===== src/rtl/fsr_defines.svh =====
// Constants for the flash status and busy report block: opcodes,
// field positions and reset values.
// Assumes inclusion by bare name from the design file and the bench files.
`ifndef FSR_DEFINES_SVH
`define FSR_DEFINES_SVH

// Serial opcodes seen by the status logic
`define FSR_OP_RD_STAT1   8'h05
`define FSR_OP_RD_STAT2   8'h35
`define FSR_OP_ASI        8'h25
`define FSR_OP_WREN       8'h06
`define FSR_OP_WRDI       8'h04
`define FSR_OP_WRSR1      8'h01
`define FSR_OP_WRSR2      8'h31
`define FSR_OP_RESET      8'hf0
`define FSR_OP_PROG       8'h02
`define FSR_OP_ERASE_4K   8'h20
`define FSR_OP_ERASE_64K  8'hd8
`define FSR_OP_CHIP_ERASE 8'h60
`define FSR_OP_PROTECT    8'h36
`define FSR_OP_UNPROTECT  8'h39
`define FSR_OP_SEQ_PROG   8'had

// Field positions
`define FSR_RESET_COMMAND_ENABLE_BIT      4

// Software protection field codes
`define FSR_SWP_NONE      2'h0
`define FSR_SWP_SOME      2'h1
`define FSR_SWP_ALL       2'h3

// Reset values
`define FSR_WEL_RST       1'h0
`define FSR_EPE_RST       1'h0
`define FSR_RESET_COMMAND_ENABLE_RST      1'h0

`endif


===== src/rtl/fsr_pkg.sv =====
// Types for the flash status and busy report block.
// Assumes nothing beyond the defines header.
`default_nettype none
package fsr_pkg;

   // One-hot serial command states
   typedef enum logic [6:0]
   {
      fsr_st_idle = 7'h01,
      fsr_st_opc  = 7'h02,
      fsr_st_rd1  = 7'h04,
      fsr_st_rd2  = 7'h08,
      fsr_st_asi  = 7'h10,
      fsr_st_wr2  = 7'h20,
      fsr_st_tail = 7'h40
   } fsr_state_t;

   // Whole state of the status block
   typedef struct packed
   {
      fsr_state_t st;        // Command state
      logic       sck_q;     // Previous serial clock
      logic       cs_q;      // Previous chip select, active low
      logic [2:0] bits;      // Bit within byte
      logic [1:0] bytes;     // Full bytes seen, saturating
      logic [7:0] opcode;    // Opcode shifter
      logic [7:0] data;      // Data byte shifter
      logic [7:0] shreg;     // Outgoing status byte
      logic       write_enable_latch;       // Write enable latch
      logic       program_erase_error;       // Program/erase error
      logic       reset_command_enable;      // Reset command enable
      logic       so;        // Serial output value
      logic       so_oe;     // Serial output drive
      logic       grant;     // Command grant pulse
      logic [7:0] grant_op;  // Granted opcode
      logic       srst;      // Soft reset pulse
   } fsr_regs_t;

endpackage
`default_nettype wire


===== src/rtl/fsr_status.sv =====
// Status reporting logic of a serial flash: status bytes, write enable
// latch, error flag, reset enable and live busy signalling.
// Assumes SPI pins already synchronous to clock and the serial clock at
// most a quarter of clock; the array engine reports through pulses.
`timescale 1ns/100ps
`default_nettype none
`include "fsr_defines.svh"

// Function
// Failed byte sets the error flag
// Aborted operations leave error flag alone
// Error flag refreshed after every operation
// Write-protect pin level readable in status
// Two-bit field reports sector protection
// Clear latch rejects write-type commands
// Latch clears at power-up and reset
// Latch clears when write operations finish/stop
// Latch clears at sequential programming end
// Incomplete opcode keeps a set latch
// Full write-type opcode clears latch on stop
// Host polls status until busy falls
// Busy flag at bit 0 both bytes
// Reset command needs reset-enable bit set
// Reset-enable powers up zero, holds value
// Reset command leaves reset-enable unchanged
// Reserved second-byte bits read zero
// Second-byte write changes only bit 4
// Host sends opcode 25h under chip select
// Mode 3 host adds one dummy bit
// Live busy driven while chip select held
// Live busy output never rises
// Chip select release tri-states output
// Protection codes 00, 01, 11
// Error flag one on error, else zero
module fsr_status
(
   input  wire logic       clock,                   // 100 MHz system clock
   input  wire logic       nrst,                    // Async reset, active low
   input  wire logic       cs_n,                    // Chip select, active low
   input  wire logic       sck,                     // Serial clock
   input  wire logic       si,                      // Serial input
   input  wire logic       busy,                    // Engine busy level
   input  wire logic       op_done,                 // Operation finished pulse
   input  wire logic       op_fail,                 // Byte failed, with op_done
   input  wire logic       op_abort,                // Operation stopped pulse
   input  wire logic       seq_end,                 // Sequential end reached
   input  wire logic       hold_stop,               // Hold condition stopped
   input  wire logic       protect_pin_level,       // Protect pin, 1 released
   input  wire logic       sectors_some,            // Some sectors protected
   input  wire logic       sectors_all,             // All sectors protected
   input  wire logic       protection_regs_lock,    // Lock bit from outside
   input  wire logic       sequential_program_flag, // Sequential mode flag
   output logic            so,                      // Serial output value
   output logic            so_oe,                   // Serial output enable
   output logic            exec_grant,              // Command grant pulse
   output logic [7:0]      exec_opcode,             // Granted opcode
   output logic            soft_reset               // Soft reset pulse
);

   fsr_pkg::fsr_regs_t r_reg;   // Registered state
   fsr_pkg::fsr_regs_t r_next;  // Next state

   // Protection field from the two summary inputs
   function automatic logic [1:0] swp_code(input logic some, input logic all);
      if (all)
         swp_code = `FSR_SWP_ALL;
      else if (some)
         swp_code = `FSR_SWP_SOME;
      else
         swp_code = `FSR_SWP_NONE;
   endfunction

   // Opcodes that need the write enable latch
   function automatic logic is_write_op(input logic [7:0] op);
      is_write_op = (op == `FSR_OP_PROG) || (op == `FSR_OP_ERASE_4K) ||
                    (op == `FSR_OP_ERASE_64K) || (op == `FSR_OP_CHIP_ERASE) ||
                    (op == `FSR_OP_PROTECT) || (op == `FSR_OP_UNPROTECT) ||
                    (op == `FSR_OP_WRSR1) || (op == `FSR_OP_SEQ_PROG);
   endfunction

   // Edge and frame decodes of the serial pins
   logic sck_rise;   // Sample edge
   logic sck_fall;   // Shift edge
   logic cs_begin;   // Frame start
   logic cs_end;     // Frame end
   logic [7:0] opc_shift;  // Opcode including current bit
   logic [7:0] stat1;      // First status byte
   logic [7:0] stat2;      // Second status byte
   logic [7:0] stat_sel;   // Byte chosen for the read in progress
   logic       wel_event;  // Hardware clear of the latch

   assign sck_rise  = sck & ~r_reg.sck_q & ~cs_n;
   assign sck_fall  = ~sck & r_reg.sck_q & ~cs_n;
   assign cs_begin  = ~cs_n & r_reg.cs_q;
   assign cs_end    = cs_n & ~r_reg.cs_q;
   assign opc_shift = {r_reg.opcode[6:0], si};
   // Busy at bit 0 of both bytes; reserved second-byte bits zero
   assign stat1 = {protection_regs_lock, sequential_program_flag, r_reg.program_erase_error,
                   protect_pin_level, swp_code(sectors_some, sectors_all),
                   r_reg.write_enable_latch, busy};
   assign stat2 = {3'h0, r_reg.reset_command_enable, 3'h0, busy};
   assign stat_sel  = (r_reg.st == fsr_pkg::fsr_st_rd2) ? stat2 : stat1;
   assign wel_event = op_done | op_abort | seq_end | hold_stop;

   // Next-state logic for the whole block
   always_comb
   begin
      r_next       = r_reg;
      r_next.sck_q = sck;
      r_next.cs_q  = cs_n;
      r_next.grant = 1'b0;
      r_next.srst  = 1'b0;

      // Engine events: finish refreshes the error flag
      if (op_done)
      begin
         r_next.program_erase_error = op_fail;
      end
      // Aborts leave the error flag as it was
      if (wel_event)
      begin
         r_next.write_enable_latch = 1'b0;
      end

      if (cs_n)
      begin
         // Released: output off at once, any byte position
         r_next.st    = fsr_pkg::fsr_st_idle;
         r_next.so    = 1'b0;
         r_next.so_oe = 1'b0;
      end
      else if (cs_begin)
      begin
         // New frame
         r_next.st    = fsr_pkg::fsr_st_opc;
         r_next.bits  = 3'h0;
         r_next.bytes = 2'h0;
      end
      else
      begin
         case (r_reg.st)
            fsr_pkg::fsr_st_opc:
            begin
               // Collect the opcode on sample edges
               if (sck_rise)
               begin
                  r_next.opcode = opc_shift;
                  r_next.bits   = r_reg.bits + 3'h1;
                  if (r_reg.bits == 3'h7)
                  begin
                     r_next.bytes = 2'h1;
                     r_next.st    = fsr_pkg::fsr_st_tail;
                     if (opc_shift == `FSR_OP_RD_STAT1)
                        r_next.st = fsr_pkg::fsr_st_rd1;
                     else if (opc_shift == `FSR_OP_RD_STAT2)
                        r_next.st = fsr_pkg::fsr_st_rd2;
                     else if (opc_shift == `FSR_OP_ASI)
                     begin
                        // Drive busy now; a dummy bit changes nothing
                        r_next.st    = fsr_pkg::fsr_st_asi;
                        r_next.so    = busy;
                        r_next.so_oe = 1'b1;
                     end
                     else if (opc_shift == `FSR_OP_WRSR2 && r_reg.write_enable_latch)
                        r_next.st = fsr_pkg::fsr_st_wr2;
                     else if (is_write_op(opc_shift) && r_reg.write_enable_latch)
                     begin
                        // Hand the command to the array engine
                        r_next.grant    = 1'b1;
                        r_next.grant_op = opc_shift;
                     end
                  end
               end
            end
            fsr_pkg::fsr_st_rd1, fsr_pkg::fsr_st_rd2:
            begin
               // Fresh byte each eight bits so polling sees busy fall
               if (sck_fall)
               begin
                  r_next.so_oe = 1'b1;
                  if (r_reg.bits == 3'h0)
                  begin
                     r_next.so    = stat_sel[7];
                     r_next.shreg = {stat_sel[6:0], 1'b0};
                  end
                  else
                  begin
                     r_next.so    = r_reg.shreg[7];
                     r_next.shreg = {r_reg.shreg[6:0], 1'b0};
                  end
               end
               if (sck_rise)
               begin
                  r_next.bits = r_reg.bits + 3'h1;
               end
            end
            fsr_pkg::fsr_st_asi:
            begin
               // Follows busy down only; once low it stays low
               r_next.so    = r_reg.so & busy;
               r_next.so_oe = 1'b1;
            end
            fsr_pkg::fsr_st_wr2, fsr_pkg::fsr_st_tail:
            begin
               // Count data bits; only the first data byte is kept
               if (sck_rise)
               begin
                  r_next.bits = r_reg.bits + 3'h1;
                  if (r_reg.bytes == 2'h1)
                     r_next.data = {r_reg.data[6:0], si};
                  if (r_reg.bits == 3'h7 && r_reg.bytes != 2'h3)
                     r_next.bytes = r_reg.bytes + 2'h1;
               end
            end
            default:
            begin
               r_next.st = fsr_pkg::fsr_st_idle;
            end
         endcase
      end

      // Frame end: act only on a completely received opcode
      if (cs_end && r_reg.bytes != 2'h0)
      begin
         if (r_reg.opcode == `FSR_OP_WREN && r_reg.bytes == 2'h1 &&
             r_reg.bits == 3'h0)
            r_next.write_enable_latch = 1'b1;
         else if (r_reg.opcode == `FSR_OP_WRDI)
            r_next.write_enable_latch = 1'b0;
         else if (r_reg.opcode == `FSR_OP_WRSR2)
         begin
            // Complete byte on a byte boundary, else only the latch drops
            if (r_reg.st == fsr_pkg::fsr_st_wr2 && r_reg.bytes >= 2'h2 &&
                r_reg.bits == 3'h0)
               r_next.reset_command_enable = r_reg.data[`FSR_RESET_COMMAND_ENABLE_BIT];
            r_next.write_enable_latch = 1'b0;
         end
         else if (is_write_op(r_reg.opcode))
            r_next.write_enable_latch = 1'b0;
         else if (r_reg.opcode == `FSR_OP_RESET && r_reg.bytes == 2'h1 &&
                  r_reg.bits == 3'h0 && r_reg.reset_command_enable)
         begin
            // Device reset; reset-enable itself is kept
            r_next.srst = 1'b1;
            r_next.write_enable_latch  = 1'b0;
         end
      end
   end

   // State register
   always_ff @(posedge clock or negedge nrst)
   begin
      if (!nrst)
      begin
         r_reg          <= '0;
         r_reg.st       <= fsr_pkg::fsr_st_idle;
         r_reg.sck_q    <= 1'b0;
         r_reg.cs_q     <= 1'b1;
         r_reg.write_enable_latch      <= `FSR_WEL_RST;
         r_reg.program_erase_error      <= `FSR_EPE_RST;
         r_reg.reset_command_enable     <= `FSR_RESET_COMMAND_ENABLE_RST;
      end
      else
      begin
         r_reg <= r_next;
      end
   end

   assign so          = r_reg.so;
   assign so_oe       = r_reg.so_oe;
   assign exec_grant  = r_reg.grant;
   assign exec_opcode = r_reg.grant_op;
   assign soft_reset  = r_reg.srst;
endmodule
`default_nettype wire


===== config.mk =====
export PLATFORM = sky130hd
export DESIGN_NAME = fsr_status
export DESIGN_NICKNAME = d
export VERILOG_FILES = /design/src/rtl/fsr_pkg.sv /design/src/rtl/fsr_status.sv
export VERILOG_INCLUDE_DIRS = /design/src /design/src/rtl
export SDC_FILE = /design/constraint.sdc
export NUM_CORES = 1
export LEC_CHECK = 0
export BUFFER_PORTS_ARGS = -buffer_cell sky130_fd_sc_hd__buf_2
export CORE_MARGIN = 10
export CORE_UTILIZATION = 59
export CTS_BUF_LIST = sky130_fd_sc_hd__clkbuf_8 sky130_fd_sc_hd__clkbuf_16
export CTS_CLUSTER_SIZE = 12
export DETAILED_ROUTE_END_ITERATION = 10
export GPL_ROUTABILITY_DRIVEN = 0
export PLACE_DENSITY = 0.85
export SLEW_MARGIN = 30
export SYNTH_ARGS = -nofsm -noshare
export SYNTH_HDL_FRONTEND = slang
export SYNTH_SLANG_ARGS = --single-unit

===== constraint.sdc =====
create_clock -name clock -period 2.9 [get_ports clock]
set_input_delay 0.29 -clock clock [delete_from_list [all_inputs] [get_ports clock]]
set_output_delay 0.29 -clock clock [all_outputs]
set_load 0.1 [all_outputs]

==> metrics.yaml, run 1 <==
outcome: "complete, but fails checks"
failed_checks: "negative hold slack"
antenna-diode-count: 0
final_design_area_no_fill_um2: 2980
met2_resource_use_gr_pct: 24.3
routed_wl_um: 5810
wire_length_of_the_first_global_routing_pass_um: 9740
cp.required_ns: 3.14
viasPerCell: 6.26
fp.coreArea_um2: 4470
synth_top_flop_cell: "sky130_fd_sc_hd__dfrtp_1"
slew_headroom_pct: 61.1
layout.filler_cells: 364
period_share_pct: 89.0
initial_utilization_pct: 62.2
clock_tree_from_tritoncts: "yes"
clk_latency_ns: 0.31
max_cap_viol_count: 0
die_h_um: 88.7
yosysMostFrequentCell: "sky130_fd_sc_hd__dfrtp_1"
end_kind: "flop"
final_ant_viol_nets: 0
dpl-instance-area_um2: 2890
syn_nets: 310
clock-sinks: 49
clkSlewWorstSetupHoldPaths_ns: 0.09
vias: 2224
floorplan.rows: 24
hpwl_um: 4200
yosys.area.top_type: "sky130_fd_sc_hd__dfrtp_1"
report.final.slew_viol_count: 0
grt_start_max_net_pins: 50
tritoncts.num_buffers: 5
worst_r2r_path_depth: 6
io_pins: 28
grt_busiest_layer: "met2"
grt_resource_usage_total_pct: 15.6
path_cells: "or2_1 > or4_1 > or4_1 > a221o_1 > a211o_1 > a21boi_1"
critPathMaxStageDelay_ns: 0.57
largest_register_ffs: 30
globalRouteMet3Util_pct: 3.77
yosys.area.top_type_share_pct: 42.3
h-tree-depth: 2
period_minus_slack_ns: 2.58
port_buffers: 27
max_freq_mhz: 387
crit_top_cell: "sky130_fd_sc_hd__or4_1"
first_pass_iters: 5
clock_tree.root_cell: "sky130_fd_sc_hd__clkbuf_8"
worstMarginPinSlew_ns: 0.577
crit_path_max_fanout: 6
post_cts_buffers: 0
ys_seq_elements: 49
count_of_unique_library_cells_instantiated_by_yosys: 50
floorplan.die_area_um2: 7860
timing.hold.worst.class: "in -> async"
synth_async_sr_flop_share_pct: 100
worst_path_arrival_time_ns: 2.82
cts-resized-gates: 0
type_of_element_launching_the_critical_path: "flop"
remaining_drc_errors: 0
chipWidth_um: 88.7
report.final.setup_viol: 0
yosysSeqAreaShare_pct: 44.2
finish.utilization_pct: 66.6
grt-ovfl-total: 0
syn-mean-instance-area_um2: 9.69
synth-warning-count: 0
area_growth_syn_to_layout_pct: 7.15
first_global_vias: 2074
grt_setup_unrepaired: "false"
final_layout_size_suffix_gt1_share_pct: 22.1
synth_area_leaders: "sky130_fd_sc_hd__dfrtp_1 42%, sky130_fd_sc_hd__mux2_2 6.5%, sky130_fd_sc_hd__nand2_1 4.0%"
number_of_enable_type_register_cells_in_the_synthesized_netlist: 0
drt-wirelength-per-cell_um: 16.4
setup.reg_to_reg.worst_slack_ns: 0.32
postSynthCellCount: 287
total_leakage_power_nw: 1.39
post_synth_most_frequent_cells: "47 x sky130_fd_sc_hd__dfrtp_1, 30 x sky130_fd_sc_hd__nand2_1, 19 x sky130_fd_sc_hd__nor2_1"
worstReg2RegStart: "r_reg[48]"
cts_stage_hold_buffer_count: 0
worst_r2r_endpoint: "r_reg[39]"
finalHoldViolations: 47
initial_drt_markers: 248
synth_area_um2: 2780
ir_worst_vdd_uv: 203
crit_slowest_cell: "sky130_fd_sc_hd__or4_1"
clockBufferDepth: 2
finalSetupTns_ns: 0
maximum_clock_skew_at_final_layout_ns: 0.00766
path_class: "reg -> reg"
nNetsFinal: 325
final.hold.worst_slack_ns: -0.00985
grtUsageMet1_pct: 19.9
grt_antenna_before_repair: 0
pwr_density_cell_nw_per_um2: 423
[cell type report]
class / count / area, µm² / share of cell area, %
clock inverter: 2 / 7.51 / 0.252
tap: 52 / 65.1 / 2.18
timing repair buffer: 31 / 168 / 5.63
sequential: 49 / 1230 / 41.2
multi-input combinational: 203 / 1380 / 46.4
inverter: 12 / 45.0 / 1.51
clock buffer: 6 / 82.6 / 2.77
[routing by layer]
metal	up-vias	routed length (µm)
met5	-	0
met4	0	168
met3	21	479
met2	101	2630
met1	1046	2530
li1	1056	-
[cells by family after synthesis]
group           count (synthesis)  share of synthesized area, %
flops                          49                          44.2
fa+ha+maj                       7                          3.15
simple gates                  109                          21.7
xor+xnor                        3                         0.945
compound gates                 61                          14.2
mux                            23                          9.72
buf+inv                        35                          6.07
[layout by cell type (no fill, tap or decap), types with 2 or more instances in the layout]
cell                        n
sky130_fd_sc_hd__mux2_4     4
sky130_fd_sc_hd__nand4b_1   3
sky130_fd_sc_hd__nor3b_1    2
sky130_fd_sc_hd__nor4_1     9
sky130_fd_sc_hd__inv_1     14
sky130_fd_sc_hd__o21ai_0   14
sky130_fd_sc_hd__ha_1       7
sky130_fd_sc_hd__nor2b_1    3
sky130_fd_sc_hd__o31ai_1    4
sky130_fd_sc_hd__or2_2      4
sky130_fd_sc_hd__nor3_1     8
sky130_fd_sc_hd__or4_1      3
sky130_fd_sc_hd__xnor2_1    3
sky130_fd_sc_hd__mux2_2    16
sky130_fd_sc_hd__nand2_1   30
sky130_fd_sc_hd__nand4_1    2
sky130_fd_sc_hd__mux2i_1    3
sky130_fd_sc_hd__a31oi_1    3
sky130_fd_sc_hd__nand3_1    3
sky130_fd_sc_hd__or3_1      6
sky130_fd_sc_hd__o22ai_1    2
sky130_fd_sc_hd__a22o_1     6
sky130_fd_sc_hd__buf_2     26
sky130_fd_sc_hd__dfrtp_1   47
sky130_fd_sc_hd__nor4b_1    2
sky130_fd_sc_hd__nand3b_1   5
sky130_fd_sc_hd__a21o_1     2
sky130_fd_sc_hd__a21oi_1   15
sky130_fd_sc_hd__buf_4      5
sky130_fd_sc_hd__o21a_1     2
sky130_fd_sc_hd__and3_1     3
sky130_fd_sc_hd__dfstp_2    2
sky130_fd_sc_hd__clkbuf_8   6
sky130_fd_sc_hd__a22oi_1    5
sky130_fd_sc_hd__nor2_1    19
[worst max-delay path: cells and delay by family (launching register included)]
kind | cells | cell delay, ns
AO/OA/AOI/OAI | 3 | 0.77
flip-flops | 1 | 0.43
AND/OR/NAND/NOR | 3 | 1.31
[worst max path at each step]
stage	from	endpoint	depth (start not counted)
6_report	r_reg[48]	r_reg[39]	6
5_1_grt	r_reg[48]	r_reg[39]	6
4_1_cts	r_reg[51]	exec_opcode[0]	6
3_5_place_dp	r_reg[51]	exec_opcode[0]	6
3_3_place_gp	r_reg[48]	r_reg[39]	6
2_1_floorplan	r_reg[48]	exec_opcode[0]	8
[per-stage QoR]
stage          power [mW]  worst slack (ns)  hold slack (ns)  std cells
4_1_cts              1.27             0.329           0.0137        355
2_1_floorplan       0.818             0.299         -0.00559        287
3_3_place_gp        0.864             0.394            0.456        347
5_1_grt              1.32             0.167           0.0291        355
3_5_place_dp        0.869             0.352            0.345        347
6_report             1.26             0.319         -0.00985        355
[power breakdown]
part           switching, mW  internal [mW]
logic                 0.0926         0.0539
clock network          0.216          0.188
registers             0.0132          0.696
Power figures use the tool's default switching activity.
==> run 2: changes to the inputs <==
--- a/config.mk
+++ b/config.mk
@@ -15,3 +15,3 @@
 export GPL_ROUTABILITY_DRIVEN = 0
-export PLACE_DENSITY = 0.85
+export PLACE_DENSITY = 0.8
 export SLEW_MARGIN = 30
==> constraint.sdc (replaced) <==
create_clock -name clock -period 2.9 [get_ports clock]
set_input_delay 0.145 -clock clock [delete_from_list [all_inputs] [get_ports clock]]
set_output_delay 0.145 -clock clock [all_outputs]
set_load 0.1 [all_outputs]
==> run 2 against run 1 <==
Against the previous run: the run now ends clean; first-iteration DRC count decreased by 17%; register-to-register slack got worse by 0.05 ns; die area unchanged; critical endpoint unchanged.
==> metrics.yaml, run 2 (synthesis results as in run 1) <==
outcome: "complete, no violations"
report.final.slew_viol_count: 0  # unchanged
remaining_drc_errors: 0  # unchanged
period_minus_slack_ns: 2.63  # +0.0468 ns
total_leakage_power_nw: 1.41  # +0.99%
critical_path.top_delay_family: "simple AND/OR/NAND/NOR gates"
chipWidth_um: 88.7  # unchanged
floorplan.rows: 24  # unchanged
largest_register_ffs: 30  # unchanged
area_growth_syn_to_layout_pct: 8.14
crit_slowest_cell: "sky130_fd_sc_hd__or4_1"
grt_start_max_net_pins: 50  # unchanged
grt_resource_usage_total_pct: 15.2  # -0.39 points
report.final.setup_viol: 0  # unchanged
wire_length_of_the_first_global_routing_pass_um: 9610  # -1.3%
grt_setup_unrepaired: "false"
pre_cts_slack_ns: 0.322  # -0.0295 ns
clock_tree.root_cell: "sky130_fd_sc_hd__clkbuf_8"
h-tree-depth: 2  # unchanged
port_buffers: 27  # unchanged
crit_top_cell: "sky130_fd_sc_hd__or4_1"
antenna-diode-count: 0  # unchanged
dp_cells: 348  # +0.29%
hpwl_um: 4290  # +2.1%
nNetsFinal: 328  # +0.92%
fp.coreArea_um2: 4470  # unchanged
io_pins: 28  # unchanged
max_freq_mhz: 381  # -1.8%
drt-wirelength-per-cell_um: 16.5  # +0.90%
path_cells: "or2_1 > or4_1 > or4_1 > a221o_1 > a211o_1 > a21boi_1"
first_global_vias: 1996  # -3.8%
initial_drt_markers: 205  # -17%
pwr_density_cell_nw_per_um2: 422  # -0.11%
tritoncts.num_buffers: 5  # unchanged
post_cts_buffers: 0  # unchanged
die_h_um: 88.7  # unchanged
path_class: "reg -> reg"
cts-resized-gates: 0  # unchanged
period_share_pct: 90.6  # +1.6 points
grt_antenna_before_repair: 0  # unchanged
cp.required_ns: 3.13  # about the same
vias: 2236  # +0.54%
finalHoldViolations: 0  # -100%
viasPerCell: 6.25  # -0.30%
type_of_element_launching_the_critical_path: "flop"
crit_path_max_fanout: 6  # unchanged
floorplan.die_area_um2: 7860  # unchanged
worst_path_arrival_time_ns: 2.86  # +0.04 ns
grt-ovfl-total: 0  # unchanged
clk_latency_ns: 0.30  # about the same
timing.critical_path.buf_inv: 0  # unchanged
timing.hold.worst.class: "in -> reg"
finalSetupTns_ns: 0  # unchanged
clockBufferDepth: 2  # unchanged
stdcell_count: 358  # +0.85%
max_cap_viol_count: 0  # unchanged
critPathMaxStageDelay_ns: 0.58  # about the same
ir_worst_vdd_uv: 283  # +39%
end_kind: "flop"
finalPower_mw: 1.27  # +0.81%
clock_tree_from_tritoncts: "yes"
layout.cells.most_common_list: "47 x sky130_fd_sc_hd__dfrtp_1, 30 x sky130_fd_sc_hd__nand2_1, 26 x sky130_fd_sc_hd__buf_2, 19 x sky130_fd_sc_hd__nor2_1, 16 x sky130_fd_sc_hd__mux2_2"
layout.cells.most_common: "sky130_fd_sc_hd__dfrtp_1"
routed_wl_um: 5910  # +1.8%
slew_headroom_pct: 58.1  # -3.1 points
clock-sinks: 49  # unchanged
maximum_clock_skew_at_final_layout_ns: 0.00722  # -0.000440 ns
final_layout_size_suffix_gt1_share_pct: 22.2  # +0.11 points
final_ant_viol_nets: 0  # unchanged
first_pass_iters: 5  # unchanged
worstMarginPinSlew_ns: 0.623  # +0.0455 ns
clkSlewWorstSetupHoldPaths_ns: 0.09  # about the same
initial_utilization_pct: 62.2  # unchanged
finalWorstSetupSlack_ns: 0.272  # -0.0468 ns
[run 2: changes by cell type in the layout (fill, tap and decap cells not counted), sizes merged]
| cell | previous run | this run |
|---|---|---|
| dlygate4sd3 | 0 | 2 |
| buf | 31 | 32 |
[run 2: cell type report]
class                   count  area, µm²
clock buffers               6       82.6
clock inverters             2       7.51
fillers                   350       1470
inverters                  12       45.0
multi-input cells         203       1380
flip-flops and latches     49       1230
well taps                  52       65.1
repair buffers             34        195
[run 2: power breakdown]
part | leakage (nW) | internal (mW) | switching [mW] | total [mW]
Clock | 0.0538 | 0.188 | 0.221 | 0.409
Sequential | 0.670 | 0.696 | 0.0134 | 0.710
Combinational | 0.681 | 0.0558 | 0.0961 | 0.152
[run 2: worst reg2reg max path, stage by stage, from the launching register on]
cell and delay (ns):
sky130_fd_sc_hd__dfrtp_1 0.43, sky130_fd_sc_hd__or2_1 0.35, sky130_fd_sc_hd__or4_1 0.59, sky130_fd_sc_hd__or4_1 0.41, sky130_fd_sc_hd__a221o_1 0.38, sky130_fd_sc_hd__a211o_1 0.28, sky130_fd_sc_hd__a21boi_1 0.13
[run 2: per-layer routing]
layer	vias to the layer above	global-route usage, %	share of wire [%]
met5	-	0	0
met4	0	4.85	1.5
met3	11	2.85	8.5
met2	104	23.8	46
met1	1064	20.6	44
li1	1057	-	-
[run 2: path summary, 6_finish.rpt]
check / from / to / slack, ns / cells after the start
max reg2reg: r_reg[48] / r_reg[39] / 0.27 / 6
min reg2reg: r_reg[21] / r_reg[21] / 0.49 / 2
max: r_reg[48] / r_reg[39] / 0.27 / 6
max in group asynchronous: nrst / r_reg[24] / 2.11 / 2
min in group asynchronous: nrst / exec_opcode[6] / 0.39 / 2
min: cs_n / r_reg[44] / 0.02 / 1
[run 2: through the flow]
stage | util (%) | area (µm²) | hold slack, ns
after floorplan | - | 2780 | -0.151
after global placement | 64.7 | 2900 | 0.312
after detailed placement | 64.8 | 2900 | 0.196
after CTS | 67.2 | 3010 | 0.0148
after global routing | 67.2 | 3010 | 0.0202
final | 67.2 | 3010 | 0.0161
[run 2: repair_timing]
item | in CTS | in global routing
hold endpoints to repair | 48 | 0
hold buffers | 2 | 0
setup endpoints to repair | 0 | 0
